File: src/bbs_pkg.sv
// Constants, register map and types for the buck-boost fault sequencer
package bbs_pkg;

   // Clock and timing, each time in its own unit
   localparam int unsigned CLK_KHZ          = 20000;
   localparam int unsigned SOFT_START_US    = 260;
   localparam int unsigned SOFT_START_PCT   = 95;
   localparam int unsigned SS_TIMEOUT_MS    = 1;
   localparam int unsigned OCP_TIME_US      = 700;
   localparam int unsigned FAULT_WAIT_MS    = 30;
   localparam int unsigned FSW_KHZ          = 1800;
   localparam int unsigned PFM_OFFSET_MV    = 75;

   // Soft-start reference ramp
   localparam int unsigned REF_W            = 8;
   localparam logic [7:0]  REF_MAX          = 8'hFF;
   localparam int unsigned SS_CYCLES        = SOFT_START_US * CLK_KHZ / 1000;
   localparam int unsigned RAMP_STEP_CYCLES =
      SS_CYCLES * 100 / (SOFT_START_PCT * 255);
   localparam logic [4:0]  RAMP_STEP_LAST   = 5'(RAMP_STEP_CYCLES - 1);

   // Long counts, used as defaults of top-level parameters
   localparam int unsigned TIMER_W          = 20;
   localparam int unsigned SS_TIMEOUT_CYC   = SS_TIMEOUT_MS * CLK_KHZ;
   localparam int unsigned OCP_CYC          = OCP_TIME_US * CLK_KHZ / 1000;
   localparam int unsigned FAULT_WAIT_CYC   = FAULT_WAIT_MS * CLK_KHZ;

   // Switching period and phase split
   localparam int unsigned PWM_PERIOD_CYC   = CLK_KHZ / FSW_KHZ;
   localparam logic [3:0]  PWM_LAST         = 4'(PWM_PERIOD_CYC - 1);
   localparam logic [3:0]  PWM_ON_CYC       = 4'(PWM_PERIOD_CYC / 2);
   localparam logic [3:0]  PHASE_B_START    = 4'(PWM_PERIOD_CYC / 3);
   localparam logic [3:0]  PHASE_C_START    = 4'(2 * PWM_PERIOD_CYC / 3);
   localparam logic [6:0]  PFM_OFFSET       = 7'(PFM_OFFSET_MV);

   // APB register map
   localparam logic [7:0]  ADDR_CONTROL     = 8'h00;
   localparam logic [7:0]  ADDR_STATUS      = 8'h04;
   localparam logic [7:0]  ADDR_FAULT_CAUSE = 8'h08;
   localparam int unsigned CTRL_PASS_BIT    = 0;
   localparam int unsigned CTRL_FIXED_BIT   = 1;
   localparam logic [1:0]  CONTROL_RESET    = 2'h0;
   localparam int unsigned CAUSE_TIMEOUT    = 0;
   localparam int unsigned CAUSE_OCP        = 1;
   localparam int unsigned CAUSE_OTP        = 2;
   localparam int unsigned CAUSE_UNDERVOLTAGE_LOCKOUT       = 3;
   localparam logic [3:0]  CAUSE_RESET      = 4'h0;

   // Synchronised input bit positions
   localparam int unsigned IN_W             = 8;
   localparam int unsigned IN_ENABLE        = 0;
   localparam int unsigned IN_OVER_TEMP     = 1;
   localparam int unsigned IN_CUR_LIMIT     = 2;
   localparam int unsigned IN_UNDERVOLTAGE_LOCKOUT          = 3;
   localparam int unsigned IN_AT_TARGET     = 4;
   localparam int unsigned IN_ABOVE         = 5;
   localparam int unsigned IN_BELOW         = 6;
   localparam int unsigned IN_LIGHT_LOAD    = 7;

   typedef enum logic [1:0]
   {
      BBS_SHUTDOWN   = 2'b00,
      BBS_SOFT_START = 2'b01,
      BBS_RUN        = 2'b11,
      BBS_FAULT      = 2'b10
   } bbs_state_t;

   typedef enum logic [1:0]
   {
      BBS_STAGE_BUCK  = 2'b01,
      BBS_STAGE_BOOST = 2'b10,
      BBS_STAGE_THREE = 2'b11
   } bbs_stage_t;

endpackage

File: src/bbs_fault_sequencer.sv
// Shutdown, soft-start, switch selection and fault sequencing with APB registers
// Functional notes
// - Low enable holds shutdown, bias off, output isolated from input.
// - Registers stay readable and writable during shutdown.
// - Rising enable starts soft-start with a gradually ramped reference.
// - Ramp paced so 95 percent target is near 260 us.
// - Output not at target within 1 ms of soft-start gives fault.
// - Over-temperature shuts down; restart only once die cooled.
// - Low enable switches on the output discharge path.
// - Discharge path stays off in the fault state.
// - Current limit held 700 us continuously gives fault.
// - Over-temperature or undervoltage lockout also gives fault.
// - Fault stops all switching and isolates output from input.
// - Fault waits 30 ms before attempting restart.
// - Power-good released only after soft-start completes successfully.
// - Power-good pulled low on fault, held low throughout fault.
// - Pass-through mode: no switch toggles, output follows input.
// - Pass-through keeps only temperature and lockout faults armed; the code also keeps the soft-start timeout fault armed.
// - Input above target: output bridge fixed, input bridge modulates.
// - Input below target: input bridge fixed, output bridge modulates.
// - Input near target: three-phase buck, boost, reset cycle.
// - Light-load pulse mode raises target by 75 mV.
// - Fixed-frequency mode switches at 1.8 MHz nominal.
//
// Local design decisions: the register offsets and the APB register port.
`timescale 1ns/100ps
module bbs_fault_sequencer
   import bbs_pkg::*;
#(
   parameter int unsigned SS_TIMEOUT_CYCLES = SS_TIMEOUT_CYC,
   parameter int unsigned OCP_CYCLES        = OCP_CYC,
   parameter int unsigned FAULT_WAIT_CYCLES = FAULT_WAIT_CYC
)
(
   input  wire logic        clock,
   input  wire logic        reset,
   input  wire logic        psel,
   input  wire logic        penable,
   input  wire logic        pwrite,
   input  wire logic [7:0]  paddr,
   input  wire logic [31:0] pwdata,
   output logic [31:0]      prdata,
   output logic             pready,
   output logic             pslverr,
   input  wire logic        enable_pin,
   input  wire logic        over_temp_flag,
   input  wire logic        current_limit_flag,
   input  wire logic        undervoltage_lockout,
   input  wire logic        output_at_target,
   input  wire logic        input_above_target,
   input  wire logic        input_below_target,
   input  wire logic        light_load_flag,
   output logic             high_side_input_switch,
   output logic             low_side_input_switch,
   output logic             high_side_output_switch,
   output logic             low_side_output_switch,
   output logic             output_discharge,
   output logic             bias_enable,
   output logic [7:0]       soft_start_ref,
   output logic [6:0]       target_raise_mv,
   output logic             power_good_flag_out,
   output logic             power_good_flag_oe
);

   ////////////////////////////////////////////////////////////////////////////
   function automatic logic reg_hit(input logic [7:0] addr, input logic [7:0] offset);
      reg_hit = (addr == offset);
   endfunction

   logic [IN_W-1:0]           in_meta;
   logic [IN_W-1:0]           in_sync;
   bbs_state_t                state;
   bbs_state_t                next_state;
   logic [TIMER_W-1:0]        timer;
   logic [TIMER_W-1:0]        next_timer;
   logic [TIMER_W-1:0]        ocp_count;
   logic [4:0]                step_count;
   logic [3:0]                pwm_count;
   logic                      pfm_pulse;
   logic [1:0]                control;
   logic [3:0]                fault_cause;

   // Raw inputs are asynchronous to the clock
   always_ff @(posedge clock or posedge reset)
   begin
      if (reset)
      begin
         in_meta <= '0;
         in_sync <= '0;
      end
      else
      begin
         in_meta <= {light_load_flag, input_below_target, input_above_target,
                     output_at_target, undervoltage_lockout, current_limit_flag,
                     over_temp_flag, enable_pin};
         in_sync <= in_meta;
      end
   end

   wire en_s         = in_sync[IN_ENABLE];
   wire otp_s        = in_sync[IN_OVER_TEMP];
   wire ilim_s       = in_sync[IN_CUR_LIMIT];
   wire undervoltage_lockout_s       = in_sync[IN_UNDERVOLTAGE_LOCKOUT];
   wire at_target_s  = in_sync[IN_AT_TARGET];
   wire above_s      = in_sync[IN_ABOVE];
   wire below_s      = in_sync[IN_BELOW];
   wire light_s      = in_sync[IN_LIGHT_LOAD];
   wire pass_through_mode = control[CTRL_PASS_BIT];
   wire forced_fixed      = control[CTRL_FIXED_BIT];

   ////////////////////////////////////////////////////////////////////////////
   // APB slave, one wait state on every access
   wire access    = psel && penable;
   wire done      = access && pready;
   wire hit_ctrl  = reg_hit(paddr, ADDR_CONTROL);
   wire hit_stat  = reg_hit(paddr, ADDR_STATUS);
   wire hit_fault = reg_hit(paddr, ADDR_FAULT_CAUSE);
   wire mapped    = hit_ctrl || hit_stat || hit_fault;
   wire wr_ctrl   = done && pwrite && hit_ctrl;
   wire wr_fault  = done && pwrite && hit_fault;

   wire [31:0] rd_mux = hit_ctrl  ? {30'h0, control} :
                        hit_stat  ? {26'h0, pfm_pulse, power_good_flag_oe, output_discharge,
                                     pass_through_mode, state} :
                        hit_fault ? {28'h0, fault_cause} : 32'h0;

   always_ff @(posedge clock or posedge reset)
   begin
      if (reset)
      begin
         pready  <= 1'b0;
         prdata  <= 32'h0;
         pslverr <= 1'b0;
         control <= CONTROL_RESET;
      end
      else
      begin
         pready  <= access && !pready;
         prdata  <= (access && !pready && !pwrite) ? rd_mux : 32'h0;
         pslverr <= access && !pready && !mapped;
         if (wr_ctrl)
            control <= pwdata[1:0];
      end
   end

   ////////////////////////////////////////////////////////////////////////////
   // Fault detection
   wire ocp_trip   = (ocp_count == TIMER_W'(OCP_CYCLES - 1)) && ilim_s;
   wire ss_timeout = (timer == TIMER_W'(SS_TIMEOUT_CYCLES - 1));
   wire hard_fault = otp_s || undervoltage_lockout_s;
   wire wait_over  = (timer == TIMER_W'(FAULT_WAIT_CYCLES - 1));
   wire ramp_done  = (soft_start_ref == REF_MAX);
   wire step_tick  = (step_count == RAMP_STEP_LAST);
   wire active     = (state == BBS_SOFT_START) || (state == BBS_RUN);
   wire ss_fail    = (state == BBS_SOFT_START) && ss_timeout && !(ramp_done && at_target_s);
   wire fault_now  = active && (hard_fault || ocp_trip || ss_fail);

   // Current limit must stay active without a break; pass-through never counts
   always_ff @(posedge clock or posedge reset)
   begin
      if (reset)
         ocp_count <= '0;
      else if (!active || !ilim_s || pass_through_mode || ocp_trip)
         ocp_count <= '0;
      else
         ocp_count <= ocp_count + 1'b1;
   end

   // Cause bits are sticky; a new cause wins over a write-one clear
   always_ff @(posedge clock or posedge reset)
   begin
      if (reset)
         fault_cause <= CAUSE_RESET;
      else
      begin
         fault_cause <= (fault_cause & ~(wr_fault ? pwdata[3:0] : 4'h0)) |
                        ({undervoltage_lockout_s, otp_s, ocp_trip, ss_fail} & {4{active}});
      end
   end

   ////////////////////////////////////////////////////////////////////////////
   // Sequencer
   always_comb
   begin
      next_state = state;
      next_timer = timer + 1'b1;
      unique case (state)
         BBS_SHUTDOWN:
         begin
            next_timer = '0;
            if (en_s)
               next_state = BBS_SOFT_START;
         end
         BBS_SOFT_START:
         begin
            if (fault_now)
            begin
               next_state = BBS_FAULT;
               next_timer = '0;
            end
            else if (ramp_done && at_target_s)
               next_state = BBS_RUN;
         end
         BBS_RUN:
         begin
            next_timer = '0;
            if (fault_now)
               next_state = BBS_FAULT;
         end
         BBS_FAULT:
         begin
            if (wait_over)
            begin
               next_timer = timer;
               if (!hard_fault)
               begin
                  next_state = BBS_SOFT_START;
                  next_timer = '0;
               end
            end
         end
      endcase
      if (!en_s)
      begin
         next_state = BBS_SHUTDOWN;
         next_timer = '0;
      end
   end

   always_ff @(posedge clock or posedge reset)
   begin
      if (reset)
      begin
         state <= BBS_SHUTDOWN;
         timer <= '0;
      end
      else
      begin
         state <= next_state;
         timer <= next_timer;
      end
   end

   // Reference ramp restarts from zero on every soft-start entry
   always_ff @(posedge clock or posedge reset)
   begin
      if (reset)
      begin
         step_count     <= '0;
         soft_start_ref <= '0;
      end
      else if (state == BBS_RUN)
      begin
         step_count     <= '0;
         soft_start_ref <= REF_MAX;
      end
      else if (state != BBS_SOFT_START)
      begin
         step_count     <= '0;
         soft_start_ref <= '0;
      end
      else
      begin
         step_count <= step_tick ? 5'h0 : step_count + 1'b1;
         if (step_tick && !ramp_done)
            soft_start_ref <= soft_start_ref + 1'b1;
      end
   end

   ////////////////////////////////////////////////////////////////////////////
   // Power stage selection and switching period
   wire pfm_mode  = light_s && !forced_fixed;
   wire period_end = (pwm_count == PWM_LAST);

   always_ff @(posedge clock or posedge reset)
   begin
      if (reset)
      begin
         pwm_count <= '0;
         pfm_pulse <= 1'b0;
      end
      else
      begin
         pwm_count <= period_end ? 4'h0 : pwm_count + 1'b1;
         if (period_end)
            pfm_pulse <= pfm_mode && !at_target_s;
      end
   end

   bbs_stage_t stage;
   assign stage = above_s ? BBS_STAGE_BUCK :
                  below_s ? BBS_STAGE_BOOST : BBS_STAGE_THREE;

   wire switching = active && (!pfm_mode || pfm_pulse);
   wire sw_on     = pwm_count < PWM_ON_CYC;
   wire phase_a   = pwm_count < PHASE_B_START;
   wire phase_b   = !phase_a && (pwm_count < PHASE_C_START);
   wire phase_c   = !phase_a && !phase_b;

   logic [3:0] next_gates;  // hi_in, lo_in, hi_out, lo_out
   always_comb
   begin
      next_gates = 4'h0;
      if (active && pass_through_mode)
         next_gates = 4'b1010;
      else if (switching)
      begin
         unique case (stage)
            BBS_STAGE_BUCK:  next_gates = {sw_on, !sw_on, 1'b1, 1'b0};
            BBS_STAGE_BOOST: next_gates = {1'b1, 1'b0, !sw_on, sw_on};
            BBS_STAGE_THREE: next_gates = {phase_a || phase_b, phase_c,
                                           phase_b || phase_c, phase_a};
         endcase
      end
   end

   always_ff @(posedge clock or posedge reset)
   begin
      if (reset)
      begin
         {high_side_input_switch, low_side_input_switch,
          high_side_output_switch, low_side_output_switch} <= 4'h0;
         output_discharge    <= 1'b0;
         bias_enable         <= 1'b0;
         target_raise_mv     <= 7'h0;
         power_good_flag_out <= 1'b0;
         power_good_flag_oe  <= 1'b1;
      end
      else
      begin
         {high_side_input_switch, low_side_input_switch,
          high_side_output_switch, low_side_output_switch} <= next_gates;
         output_discharge    <= (state == BBS_SHUTDOWN);
         bias_enable         <= (state != BBS_SHUTDOWN);
         target_raise_mv     <= (active && pfm_mode) ? PFM_OFFSET : 7'h0;
         power_good_flag_out <= 1'b0;
         power_good_flag_oe  <= (state != BBS_RUN);
      end
   end

   wire [3:0] gates = {high_side_input_switch, low_side_input_switch,
                       high_side_output_switch, low_side_output_switch};
endmodule

File: config.mk
export PLATFORM = sky130hd
export DESIGN_NAME = bbs_fault_sequencer
export DESIGN_NICKNAME = d
export VERILOG_FILES = /design/src/bbs_pkg.sv /design/src/bbs_fault_sequencer.sv
export SDC_FILE = /design/constraint.sdc
export NUM_CORES = 1
export LEC_CHECK = 0
export BUFFER_PORTS_ARGS = -buffer_cell sky130_fd_sc_hd__buf_2
export CORE_UTILIZATION = 35
export DETAILED_ROUTE_END_ITERATION = 8
export HOLD_SLACK_MARGIN = 0.12
export REMOVE_ABC_BUFFERS = 1
export SYNTH_ARGS = -nofsm -noshare
export SYNTH_HDL_FRONTEND = slang
export SYNTH_SLANG_ARGS = --single-unit
File: constraint.sdc
create_clock -name clock -period 8.6 [get_ports clock]
set_clock_uncertainty 0.15 [all_clocks]
set_input_delay 1.29 -clock clock [delete_from_list [all_inputs] [get_ports clock]]
set_output_delay 1.29 -clock clock [all_outputs]
set_load 0.03 [all_outputs]
; ---- Word-level counts from Yosys, hierarchy flattened
; Cells that the tools add are included.
[op_classes]
n_addsub = 5
n_lt_le_gt_ge = 3
n_eq_ne = 21
mux = 31
bitwise = 4
n_reduce_logical = 52
[ops]
columns = cell, count
row1 = 20-bit 2-to-1 mux, 5
row2 = 20-bit case mux with 3 select lines, 1
row3 = 20-bit by 1-bit adder with 20-bit output (second input constant), 2
row4 = 8-bit 2-to-1 mux, 3
row5 = 1-bit logical AND, 21
row6 = 20-bit by 14-bit == test with 1-bit output (second input constant), 1
row7 = 20-bit by 15-bit == test with 1-bit output (second input constant), 1
row8 = 20-bit == test (second input constant), 1
row9 = 4-bit 2-to-1 mux, 5
row10 = 6-bit 2-to-1 mux, 3
row11 = 5-bit 2-to-1 mux, 3
row12 = 2-bit 2-to-1 mux, 7
row13 = 1-bit zero test, 13
row14 = 1-bit logical OR, 12
row15 = 4-bit case mux with 3 select lines, 1
row16 = 3-bit != test (second input constant), 3
row17 = 8-bit by 1-bit adder with 8-bit output (second input constant), 1
row18 = 4-bit bitwise AND, 2
row19 = 2-bit == test (second input constant), 4
row20 = 8-bit by 3-bit == test with 1-bit output (second input constant), 1
row21 = 8-bit by 4-bit == test with 1-bit output (second input constant), 1
row22 = 8-bit == test (second input constant), 1
row23 = 8-bit zero test, 1
row24 = 4-bit by 3-bit less-than comparator with 1-bit output (second input constant), 2
row25 = 20 further kinds, 21
[word_totals]
regBits = 104
inputBits = 53
out_inout_bits = 57
elab_cells = 138

; ---- Logic depth before layout (Yosys ltp)
; Gate-level depths: netlist (run 1).
[depth]
ltp_word = 9
mapped_depth = 9
mapped_depth_nobuf = 8

; ---- Least setup slack after synthesis (run 1)
; Ideal clock, no wire load.
[synth_timing]
kind = input-to-reg
from = in paddr[5]
to = reg control[0]
setup_ns = 0.125
t_arrival_ns = 2.406
t_required_ns = 8.325
path_slack_ns = 5.920
path_stages = 4
n_path_buf = 0
cell_sequence = nor4_1 nand2_1 or4_1 mux2_2
[synth_via]
elab_chain_len = 2
[synth_lines]
columns = item, line_no
row1 = start: declaration, bbs_fault_sequencer.sv:40  ; input wire logic [7:0] paddr,
row2 = 8-bit zero test, bbs_fault_sequencer.sv:67  ; reg_hit = (addr == offset);
row3 = 1-bit logical AND, bbs_fault_sequencer.sv:119  ; wire wr_ctrl = done && pwrite && hit_ctrl;
row4 = end signal: assignment, bbs_fault_sequencer.sv:142  ; control <= pwdata[1:0];
row5 = end: declaration, bbs_fault_sequencer.sv:80  ; logic [1:0] control;
; Every way passes these cells.
; A chain may end at the register's enable or synchronous reset.

; ---- Worst setup path in the final report (run 1)
[layout_timing]
from = reg state[0]
to = reg timer[15]
[layout_via]
elab_chain_len = 8
word_cells_on_any_way = 14
cone_classes = eq/ne: 4 / mux: 3 / reduce/logical: 7
[layout_lines]
columns = item, line_no
row1 = start: declaration, bbs_fault_sequencer.sv:72  ; bbs_state_t state;
row2 = start signal: assignment, bbs_fault_sequencer.sv:239  ; state <= next_state;
row3 = 2-bit by 1-bit == test with 1-bit output, "bbs_fault_sequencer.sv:154, bbs_fault_sequencer.sv:155, bbs_fault_sequencer.sv:187"
row4 = 1-bit logical AND (2 in series), bbs_fault_sequencer.sv:155  ; wire ss_fail = (state == BBS_SOFT_START) && ss_timeout && !(ramp_done && at_target_s);
row5 = 1-bit logical OR, bbs_fault_sequencer.sv:156  ; wire fault_now = active && (hard_fault || ocp_trip || ss_fail);
row6 = 1-bit logical AND, bbs_fault_sequencer.sv:156
row7 = 20-bit 2-to-1 mux, bbs_fault_sequencer.sv:196  ; if (fault_now)
row8 = 20-bit case mux with 3 select lines, bbs_fault_sequencer.sv:187  ; unique case (state)
row9 = 20-bit 2-to-1 mux, bbs_fault_sequencer.sv:223  ; if (!en_s)
row10 = end signal: assignment, bbs_fault_sequencer.sv:240  ; timer <= next_timer;
row11 = end: declaration, bbs_fault_sequencer.sv:74  ; logic [TIMER_W-1:0] timer;
; Parallel ways exist; a longest one is shown, timed or not.

==> results.txt, run 1 <==
EDFF count, synth -> 0
Clk buf depth -> 2
Post-route DRC -> 0
Die W -> 118 um
Family with the most delay on the worst path -> simple AND/OR/NAND/NOR gates
HP Class -> reg -> reg
Fillers -> 1252
Post-route insts no fill -> 685
Pwr/cell area -> 185 mW/mm^2
Critical-path top delay cell -> dfrtp_1
Max-slew violation count -> 0
Clock sink count -> 98
Post-synth ARST share -> 100%
Static Leak -> 2.36 nW
Outcome -> finished clean
DR iter-0 viols -> 287
Final net count -> 566
Antenna violations before repair -> 0
Share of layout cells above drive strength 1 -> 17.5%
Hold path depth -> 0
TritonCTS clock tree -> built
RR Startpoint -> state[0]
CTS H-tree lvls -> 3
Final hold vios -> 0
Number of max-cap violations -> 0
Worst setup path class -> reg -> reg
Startpoint Class -> flip-flop
Seq/Total Area, Yosys -> 52.3%
Cell Area, Synth -> 0.00469 mm^2
Post-synth top area cell -> dfrtp_1
GRT overflow -> 0
Clk Latency, worst-skew pair -> 0.34 ns
Synth Flop Type -> dfrtp_1
Crit path from -> state[0]
Critical Path Fanout Max -> 19
Top-area cell type share of the netlist area -> 51.7%
Core Region -> 0.0128 mm^2
Die Span Y -> 118 um
Cts hold-fix bufs -> 0
RSZ-0062 raised after global routing -> false
Critical-path cell list -> nor2b_2 > o21ai_2 > nor4_2 > nor4_4 > a32oi_2 > o22ai_1
RD Place Congestion -> 0.810
# setup viols final -> 0
CP Depth -> 6
Final WS setup -> 5.41 ns
P&R area growth vs syn -> 11.9%
First-pass GRT wire length -> 15000 um
Dpl ws -> 5.40 ns
Worst EP arrival -> 3.23 ns
Flop2flop setup slack -> 5.41 ns
DIE AREA -> 0.0139 mm^2
Vias -> 3266
Post-synth cell types -> 60
Worst setup EP type -> flip-flop
Avg Cell Area, Syn -> 10.2 um^2
Final setup TNS -> 0 ns
WHS -> 0.197 ns
Cell depth of the worst flop-to-flop path -> 6
Final WL -> 8600 um
Final Cycle Share -> 37.1%
Most frequent cell after synthesis -> dfrtp_1
HP Start -> in_meta[3]
Vias in the first global route -> 3118
Antenna-violating nets left -> 0
Tightest Pin Transition -> 0.749 ns
Buffers & Inverters on Critical Path -> 0
Maximum vdd drop -> 0.0000922 V
Worst EP required -> 8.64 ns
Largest net degree at the start of global routing -> 63
Mapped Cells -> 458
Number of synthesized register bits -> 98
Multi-input combinational cell area -> 0.00196 mm^2
Ports -> 110
Rel. slew slack -> 50.1%
Cells after DPL -> 669
Number of inserted diodes -> 0
DR vias/cell -> 4.77
Synthesis Warnings -> 0
Clk root buf -> clkbuf_16
Final HPWL DP -> 6070 um
Fmax -> 314 MHz
Register area -> 0.00245 mm^2
Total power -> 970 uW
WL/cell -> 12.5 um
1st-pass router iterations -> 4
Min Tclk post-route -> 3.19 ns
Synth top cells by count -> dfrtp_1 (97), nor2_1 (63), buf_4 (34), nand2_1 (34), nand3_1 (26)
IO Port Bufs -> 51
Post-CTS Setup Inserts -> 0
Crit path largest cell delay -> 0.72 ns
Num CTS Buffers -> 9
Row count -> 41
Worst-path clk slew -> 0.07 ns
Top cells by area, synth -> dfrtp_1 (52%), buf_4 (5.4%), nor2_1 (5.0%), xor2_1 (4.5%), nand3_1 (2.8%)
Total GRT Usage -> 13.3%
# resized after CTS -> 0
Initial core utilization -> 36.6%
[area by class of cell]
type	instances	share of cell area, %
Tap cell	172	4.10
Clock buffer	11	4.62
Inverter	20	1.45
Multi-Input combinational cell	327	37.4
Sequential cell	98	46.7
Clock inverter	5	0.715
Timing Repair Buffer	52	5.00
[state kept, by name (all words and copies together), names as in the netlist, 4 cells and up]
register / flops
step_count: 5
pwm_count: 4
in_meta: 8
timer: 20
soft_start_ref: 8
in_sync: 8
prdata: 6
ocp_count: 20
fault_cause: 4
[stage by stage]
step	utilization (%)	instance area [um^2]
final	40.9	5250
after global placement	38.8	4970
after floorplan	-	4490
after detailed placement	38.8	4970
after global routing	40.9	5250
after CTS	40.9	5250
[cells by family (layout without fill, tap and decap cells)]
kind of cell / Yosys count / count (layout) / share of synthesized area, %
other: 1 / 30 / 0.0799
muxes: 8 / 8 / 1.79
AOI/OAI and AO/OA: 58 / 58 / 8.32
adders and majority gates: 5 / 5 / 1.33
DFF: 98 / 98 / 52.3
and+or+nand+nor: 190 / 190 / 21.3
xor gates and xnor gates: 36 / 36 / 6.72
buffers and inverters: 62 / 88 / 8.21
[routing by layer]
metal / wire, um / vias to the layer above / global-route usage [%]
met5: 0 / - / 0
met3: 388 / 9 / 4.41
li1: - / 1609 / -
met1: 4230 / 1567 / 17.7
met2: 3890 / 81 / 20.7
met4: 87 / 0 / 3.69
[layout by cell type, fill, tap and decap left out, drive strengths merged, types with 11 or more instances in the layout]
master	synthesis	layout
a21oi	13	13
buf	39	52
clkbuf	3	11
conb	1	30
dfrtp	97	97
inv	20	21
nand2	34	34
nand3	27	27
nor2	63	63
nor4	12	12
o21ai	19	19
xnor2	12	12
xor2	24	24
[worst register-to-register path: stages, from the launching register on]
cell and delay (ns):
dfrtp_1 0.72, nor2b_2 0.57, o21ai_2 0.16, nor4_2 0.54, nor4_4 0.13, a32oi_2 0.57
o22ai_1 0.19
[worst paths after layout]
kind / end
min reg2reg: in_sync[3]
min: in_sync[3]
min in group asynchronous: in_meta[1]
max in group asynchronous: soft_start_ref[1]
max reg2reg: timer[15]
max: timer[15]
[report_power, final]
group / switching, mW / leakage (nW) / internal, mW / total [mW]
clock: 0.172 / 0.133 / 0.206 / 0.378
sequential: 0.0166 / 1.29 / 0.476 / 0.492
combinational: 0.0754 / 0.936 / 0.0248 / 0.100
total: 0.264 / 2.36 / 0.706 / 0.970
Note: power is estimated with default switching activity, not from simulation.
==> run 2: changes to the inputs <==
- clock period: 8.6 -> 2.6 ns (I/O delays scaled with it)
==> results.txt, run 2 (same netlist as run 1, synthesis figures left out) <==
Outcome -> finished clean
Final hold vios -> 0 (unchanged)
Final Cycle Share -> 93.3% (+56 points)
Rel. slew slack -> 60.5% (+10 points)
Largest net degree at the start of global routing -> 99 (+57%)
P&R area growth vs syn -> 17.1%
WL/cell -> 12.6 um (+0.74%)
Min Tclk post-route -> 2.43 ns (-0.764 ns)
DR vias/cell -> 4.83 (+1.3%)
Vias in the first global route -> 3185 (+2.1%)
Worst-path clk slew -> 0.07 ns (about the same)
Worst EP required -> 2.67 ns (-5.97 ns)
# setup viols final -> 0 (unchanged)
Pwr/cell area -> 620 mW/mm^2 (+240%)
CTS H-tree lvls -> 3 (unchanged)
Clk Latency, worst-skew pair -> 0.34 ns (about the same)
Worst EP arrival -> 2.50 ns (-0.73 ns)
Initial core utilization -> 36.6% (unchanged)
Die W -> 118 um (unchanged)
Num CTS Buffers -> 9 (unchanged)
Dpl cell area -> 0.00506 mm^2 (+1.9%)
Share of layout cells above drive strength 1 -> 19.1% (+1.6 points)
First-pass GRT wire length -> 15100 um (+0.60%)
Ports -> 110 (unchanged)
Biggest regs -> ocp_count (20), timer (20)
Final HPWL DP -> 6200 um (+2.1%)
Total GRT Usage -> 13.5% (+0.12 points)
Number of max-cap violations -> 0 (unchanged)
RSZ-0062 raised after global routing -> false
Tightest Pin Transition -> 0.587 ns (-0.163 ns)
Die Span Y -> 118 um (unchanged)
Commonest non-fill, non-tap cells in the layout -> dfrtp_1 (97), nor2_1 (63), buf_2 (51)
Worst setup path class -> reg -> reg
Post-route design area -> 0.00550 mm^2 (+4.7%)
Fmax -> 412 MHz (+31%)
Clk root buf -> clkbuf_16
Final WL -> 8930 um (+3.8%)
GRT overflow -> 0 (unchanged)
Cells after DPL -> 680 (+1.6%)
Clock sink count -> 98 (unchanged)
Row count -> 41 (unchanged)
Fillers -> 1254 (+0.16%)
Worst setup EP type -> flip-flop
Most common cell after layout, fill and taps aside -> dfrtp_1
Static Leak -> 2.48 nW (+5.2%)
RD Place Congestion -> 0.790 (-2.5%)
Antenna-violating nets left -> 0 (unchanged)
1st-pass router iterations -> 4 (unchanged)
Post-route DRC -> 0 (unchanged)
DIE AREA -> 0.0139 mm^2 (unchanged)
Critical Path Fanout Max -> 11 (-8)
Vias -> 3410 (+4.4%)
Number of inserted diodes -> 0 (unchanged)
Final net count -> 587 (+3.7%)
Maximum vdd drop -> 0.000380 V (+310%)
Clk buf depth -> 2 (unchanged)
Core Region -> 0.0128 mm^2 (unchanged)
Startpoint Class -> flip-flop
IO Port Bufs -> 51 (unchanged)
Antenna violations before repair -> 0 (unchanged)
TritonCTS clock tree -> built
HP Class -> in -> reg
Max-slew violation count -> 0 (unchanged)
Post-route insts no fill -> 706 (+3.1%)
DR iter-0 viols -> 225 (-22%)
run 2: path summary, 6_finish.rpt:
check	endpoint	depth (start not counted)	start	slack, ns
worst max-delay path	timer[18]	8	soft_start_ref[0]	0.17
worst min-delay path	control[0]	2	pwdata[0]	0.16
worst min register to register	in_sync[3]	0	in_meta[3]	0.20
max in group asynchronous	ocp_count[14]	4	reset	1.33
min in group asynchronous	in_meta[2]	4	reset	0.53
worst max register to register	timer[18]	8	soft_start_ref[0]	0.17
run 2: per-stage QoR:
| stage | hold WS, ns | utilization [%] | total power [mW] | TNS, ns | worst slack [ns] |
|---|---|---|---|---|---|
| global route | 0.160 | 42.9 | 3.55 | 0 | 0.0475 |
| detailed placement | 0.185 | 39.5 | 2.01 | 0 | 0.0672 |
| finish | 0.162 | 42.9 | 3.41 | 0 | 0.175 |
| floorplan | 0.181 | - | 1.89 | -48.54 | -0.500 |
| CTS | 0.152 | 42.7 | 3.44 | 0 | 0.0554 |
| global placement | 0.183 | 39.5 | 2.00 | 0 | 0.107 |
run 2: layout make-up:
cell class / instances / area [um^2] / area share (%)
clock inverters: 5 / 77.6 / 1.41
multi-input cells: 328 / 1980 / 36.1
well taps: 172 / 215 / 3.92
clock buffers: 11 / 243 / 4.42
inverters: 20 / 76.3 / 1.39
repair buffers: 72 / 448 / 8.15
flip-flops and latches: 98 / 2450 / 44.6
run 2: critical path, cell delays in order (launching register included):
cell and delay (ns):
dfrtp_1 0.41, ha_1 0.25, nand4_1 0.22, o21ai_2 0.12
nor4_2 0.49, nor4_4 0.09, a32oi_2 0.28, buf_4 0.22
nor2_1 0.07
run 2: repair_timing:
action,in CTS,in global routing
setup endpoints to repair,0,40
resized for setup,0,1
hold buffers,9,0
hold endpoints to repair,105,0
setup buffers,0,0
run 2: where the power goes:
group          internal, mW  switching (mW)  total (mW)
logic                 0.106           0.267       0.373
registers              1.57          0.0470        1.62
clock network         0.866           0.547        1.41
total                  2.55           0.860        3.41
run 2: per-layer routing:
| metal | vias up | part of all wire [%] | track usage (%) |
|---|---|---|---|
| met3 | 6 | 3.5 | 3.25 |
| met2 | 82 | 48 | 21.6 |
| li1 | 1656 | - | - |
| met1 | 1666 | 48 | 17.5 |
| met5 | - | 0 | 0 |
| met4 | 0 | 1.1 | 4.97 |
==> run 3: changes to the inputs <==
- CELL_PAD_IN_SITES_DETAIL_PLACEMENT: unset -> 1
- CELL_PAD_IN_SITES_GLOBAL_PLACEMENT: unset -> 1
- PLACE_DENSITY_LB_ADDON: unset -> 0.1
==> results.txt, run 3 (same netlist as run 1, synthesis figures left out) <==
RSZ-0062 raised after global routing -> false
Vias in the first global route -> 3472 (+9.0%)
Number of max-cap violations -> 0 (unchanged)
Worst EP required -> 2.68 ns (about the same)
Clk Latency, worst-skew pair -> 0.34 ns (about the same)
Int Pwr -> 2.58 mW (+1.3%)
Final HPWL DP -> 7430 um (+20%)
Final Util -> 43.0% (+0.16 points)
Post-route insts no fill -> 707 (+0.14%)
DIE AREA -> 0.0139 mm^2 (unchanged)
GRT overflow -> 0 (unchanged)
Min Tclk post-route -> 2.42 ns (-0.000390 ns)
Worst setup EP type -> flip-flop
Post-CTS Setup Inserts -> 0 (unchanged)
Clk root buf -> clkbuf_16
DR iter-0 viols -> 127 (-44%)
Row count -> 41 (unchanged)
Register area -> 0.00245 mm^2 (unchanged)
Cell mode on critical path -> nor4_4
Worst-path clk slew -> 0.06 ns (about the same)
Dpl ws -> 0.0317 ns (-0.0356 ns)
HP Class -> in -> reg
Final WS setup -> 0.175 ns (+0.000390 ns)
Most common cell after layout, fill and taps aside -> dfrtp_1
Critical-path top delay cell -> or4_4
Total power -> 3.44 mW (+1.0%)
Critical Path Fanout Max -> 11 (unchanged)
Final WL -> 10200 um (+15%)
Total GRT Usage -> 16.1% (+2.7 points)
Ports -> 110 (unchanged)
First-pass GRT wire length -> 17700 um (+17%)
Fillers -> 1467 (+17%)
WHS -> 0.156 ns (-0.00552 ns)
TritonCTS clock tree -> built
CTS H-tree lvls -> 3 (unchanged)
Biggest regs -> ocp_count (20), timer (20)
Share of layout cells above drive strength 1 -> 18.9% (-0.22 points)
Startpoint Class -> flip-flop
Final net count -> 588 (+0.17%)
1st-pass router iterations -> 4 (unchanged)
WL/cell -> 14.5 um (+15%)
# setup viols final -> 0 (unchanged)
Comb pwr share -> 11.0% (about the same)
Sw Pwr -> 862 uW (+0.23%)
Final hold vios -> 0 (unchanged)
Crit path largest cell delay -> 0.44 ns (-0.05 ns)
Static Leak -> 2.51 nW (+1.1%)
Rel. slew slack -> 52.6% (-7.9 points)
Worst setup path class -> reg -> reg
Clock sink count -> 98 (unchanged)
Die Span Y -> 118 um (unchanged)
Antenna violations before repair -> 0 (unchanged)
Max-slew violation count -> 0 (unchanged)
Buffers & Inverters on Critical Path -> 1 (unchanged)
Post-route DRC -> 0 (unchanged)
Pwr/cell area -> 624 mW/mm^2 (+0.68%)
Cells after DPL -> 682 (+0.29%)
Core Region -> 0.0128 mm^2 (unchanged)
Clk buf depth -> 2 (unchanged)
Num CTS Buffers -> 9 (unchanged)
IO Port Bufs -> 51 (unchanged)
Initial core utilization -> 36.6% (unchanged)
Final Cycle Share -> 93.3% (about the same)
Number of inserted diodes -> 0 (unchanged)
Fmax -> 412 MHz (about the same)
Maximum vdd drop -> 0.000327 V (-14%)
Outcome -> finished clean
DR vias/cell -> 4.86 (+0.68%)
Worst EP arrival -> 2.51 ns (about the same)
RD Place Congestion -> 0.792 (+0.23%)
P&R area growth vs syn -> 17.6%
Commonest non-fill, non-tap cells in the layout -> dfrtp_1 (97), nor2_1 (63), buf_2 (51)
Multi-input combinational cell area -> 0.00197 mm^2 (-0.63%)
Critical-path cell list -> ha_1 > nand3_2 > or4_4 > nor4_4 > nor4_4 > a32oi_2 > buf_4 > nor2_1
Clock power frac -> 41.8% (+0.3 points)
Sw Share -> 25.0% (-0.20 points)
Tightest Pin Transition -> 0.711 ns (+0.124 ns)
Sequential power share -> 47.2% (-0.4 points)
Largest net degree at the start of global routing -> 57 (-42%)
Vias -> 3438 (+0.82%)
Family with the most delay on the worst path -> simple AND/OR/NAND/NOR gates
Die W -> 118 um (unchanged)
Antenna-violating nets left -> 0 (unchanged)
## run 3: timing repair
action | CTS | global route
hold buffers | 9 | 0
hold endpoints to repair | 61 | 0
endpoints found under the setup margin | 0 | 18
resized for setup | 0 | 1
## run 3: final cells by class
cell class | instances | share of cell area (%)
clock inverter | 2 | 1.09
clock buffer | 14 | 4.79
timing repair buffer | 74 | 8.62
sequential | 98 | 44.5
multi-input combinational | 327 | 35.7
inverter | 20 | 1.41
tap | 172 | 3.90
## run 3: final timing paths
check	start	end	slack (ns)	cells after the start
min reg2reg	in_meta[0]	in_sync[0]	0.20	0
min in group asynchronous	reset	ocp_count[11]	0.56	3
max reg2reg	ocp_count[0]	timer[18]	0.18	8
max	ocp_count[0]	timer[18]	0.18	8
max in group asynchronous	reset	bias_enable	1.06	4
min	pwdata[1]	control[1]	0.16	2
## run 3: power groups by stage
stage	Sequential [mW]	Clock, mW	Combinational [mW]
after global placement	1.65	0	0.367
after detailed placement	1.65	0	0.373
after CTS	1.62	1.50	0.385
after global routing	1.63	1.55	0.416
after floorplan	1.70	0	0.184
final	1.62	1.44	0.379
## run 3: through the flow
stage                     instance area (um^2)  TNS [ns]
after CTS                                 5510         0
after detailed placement                  5090         0
after global placement                    5090         0
final                                     5520         0
after global routing                      5520         0
after floorplan                           4490    -48.54
## run 3: per-layer routing
metal / vias up / GRT usage (%) / part of all wire, %
met5: - / 0 / 0
met4: 0 / 4.65 / 1.2
met3: 12 / 4.84 / 4.2
met2: 75 / 25.6 / 47
met1: 1695 / 21.2 / 48
li1: 1656 / - / -
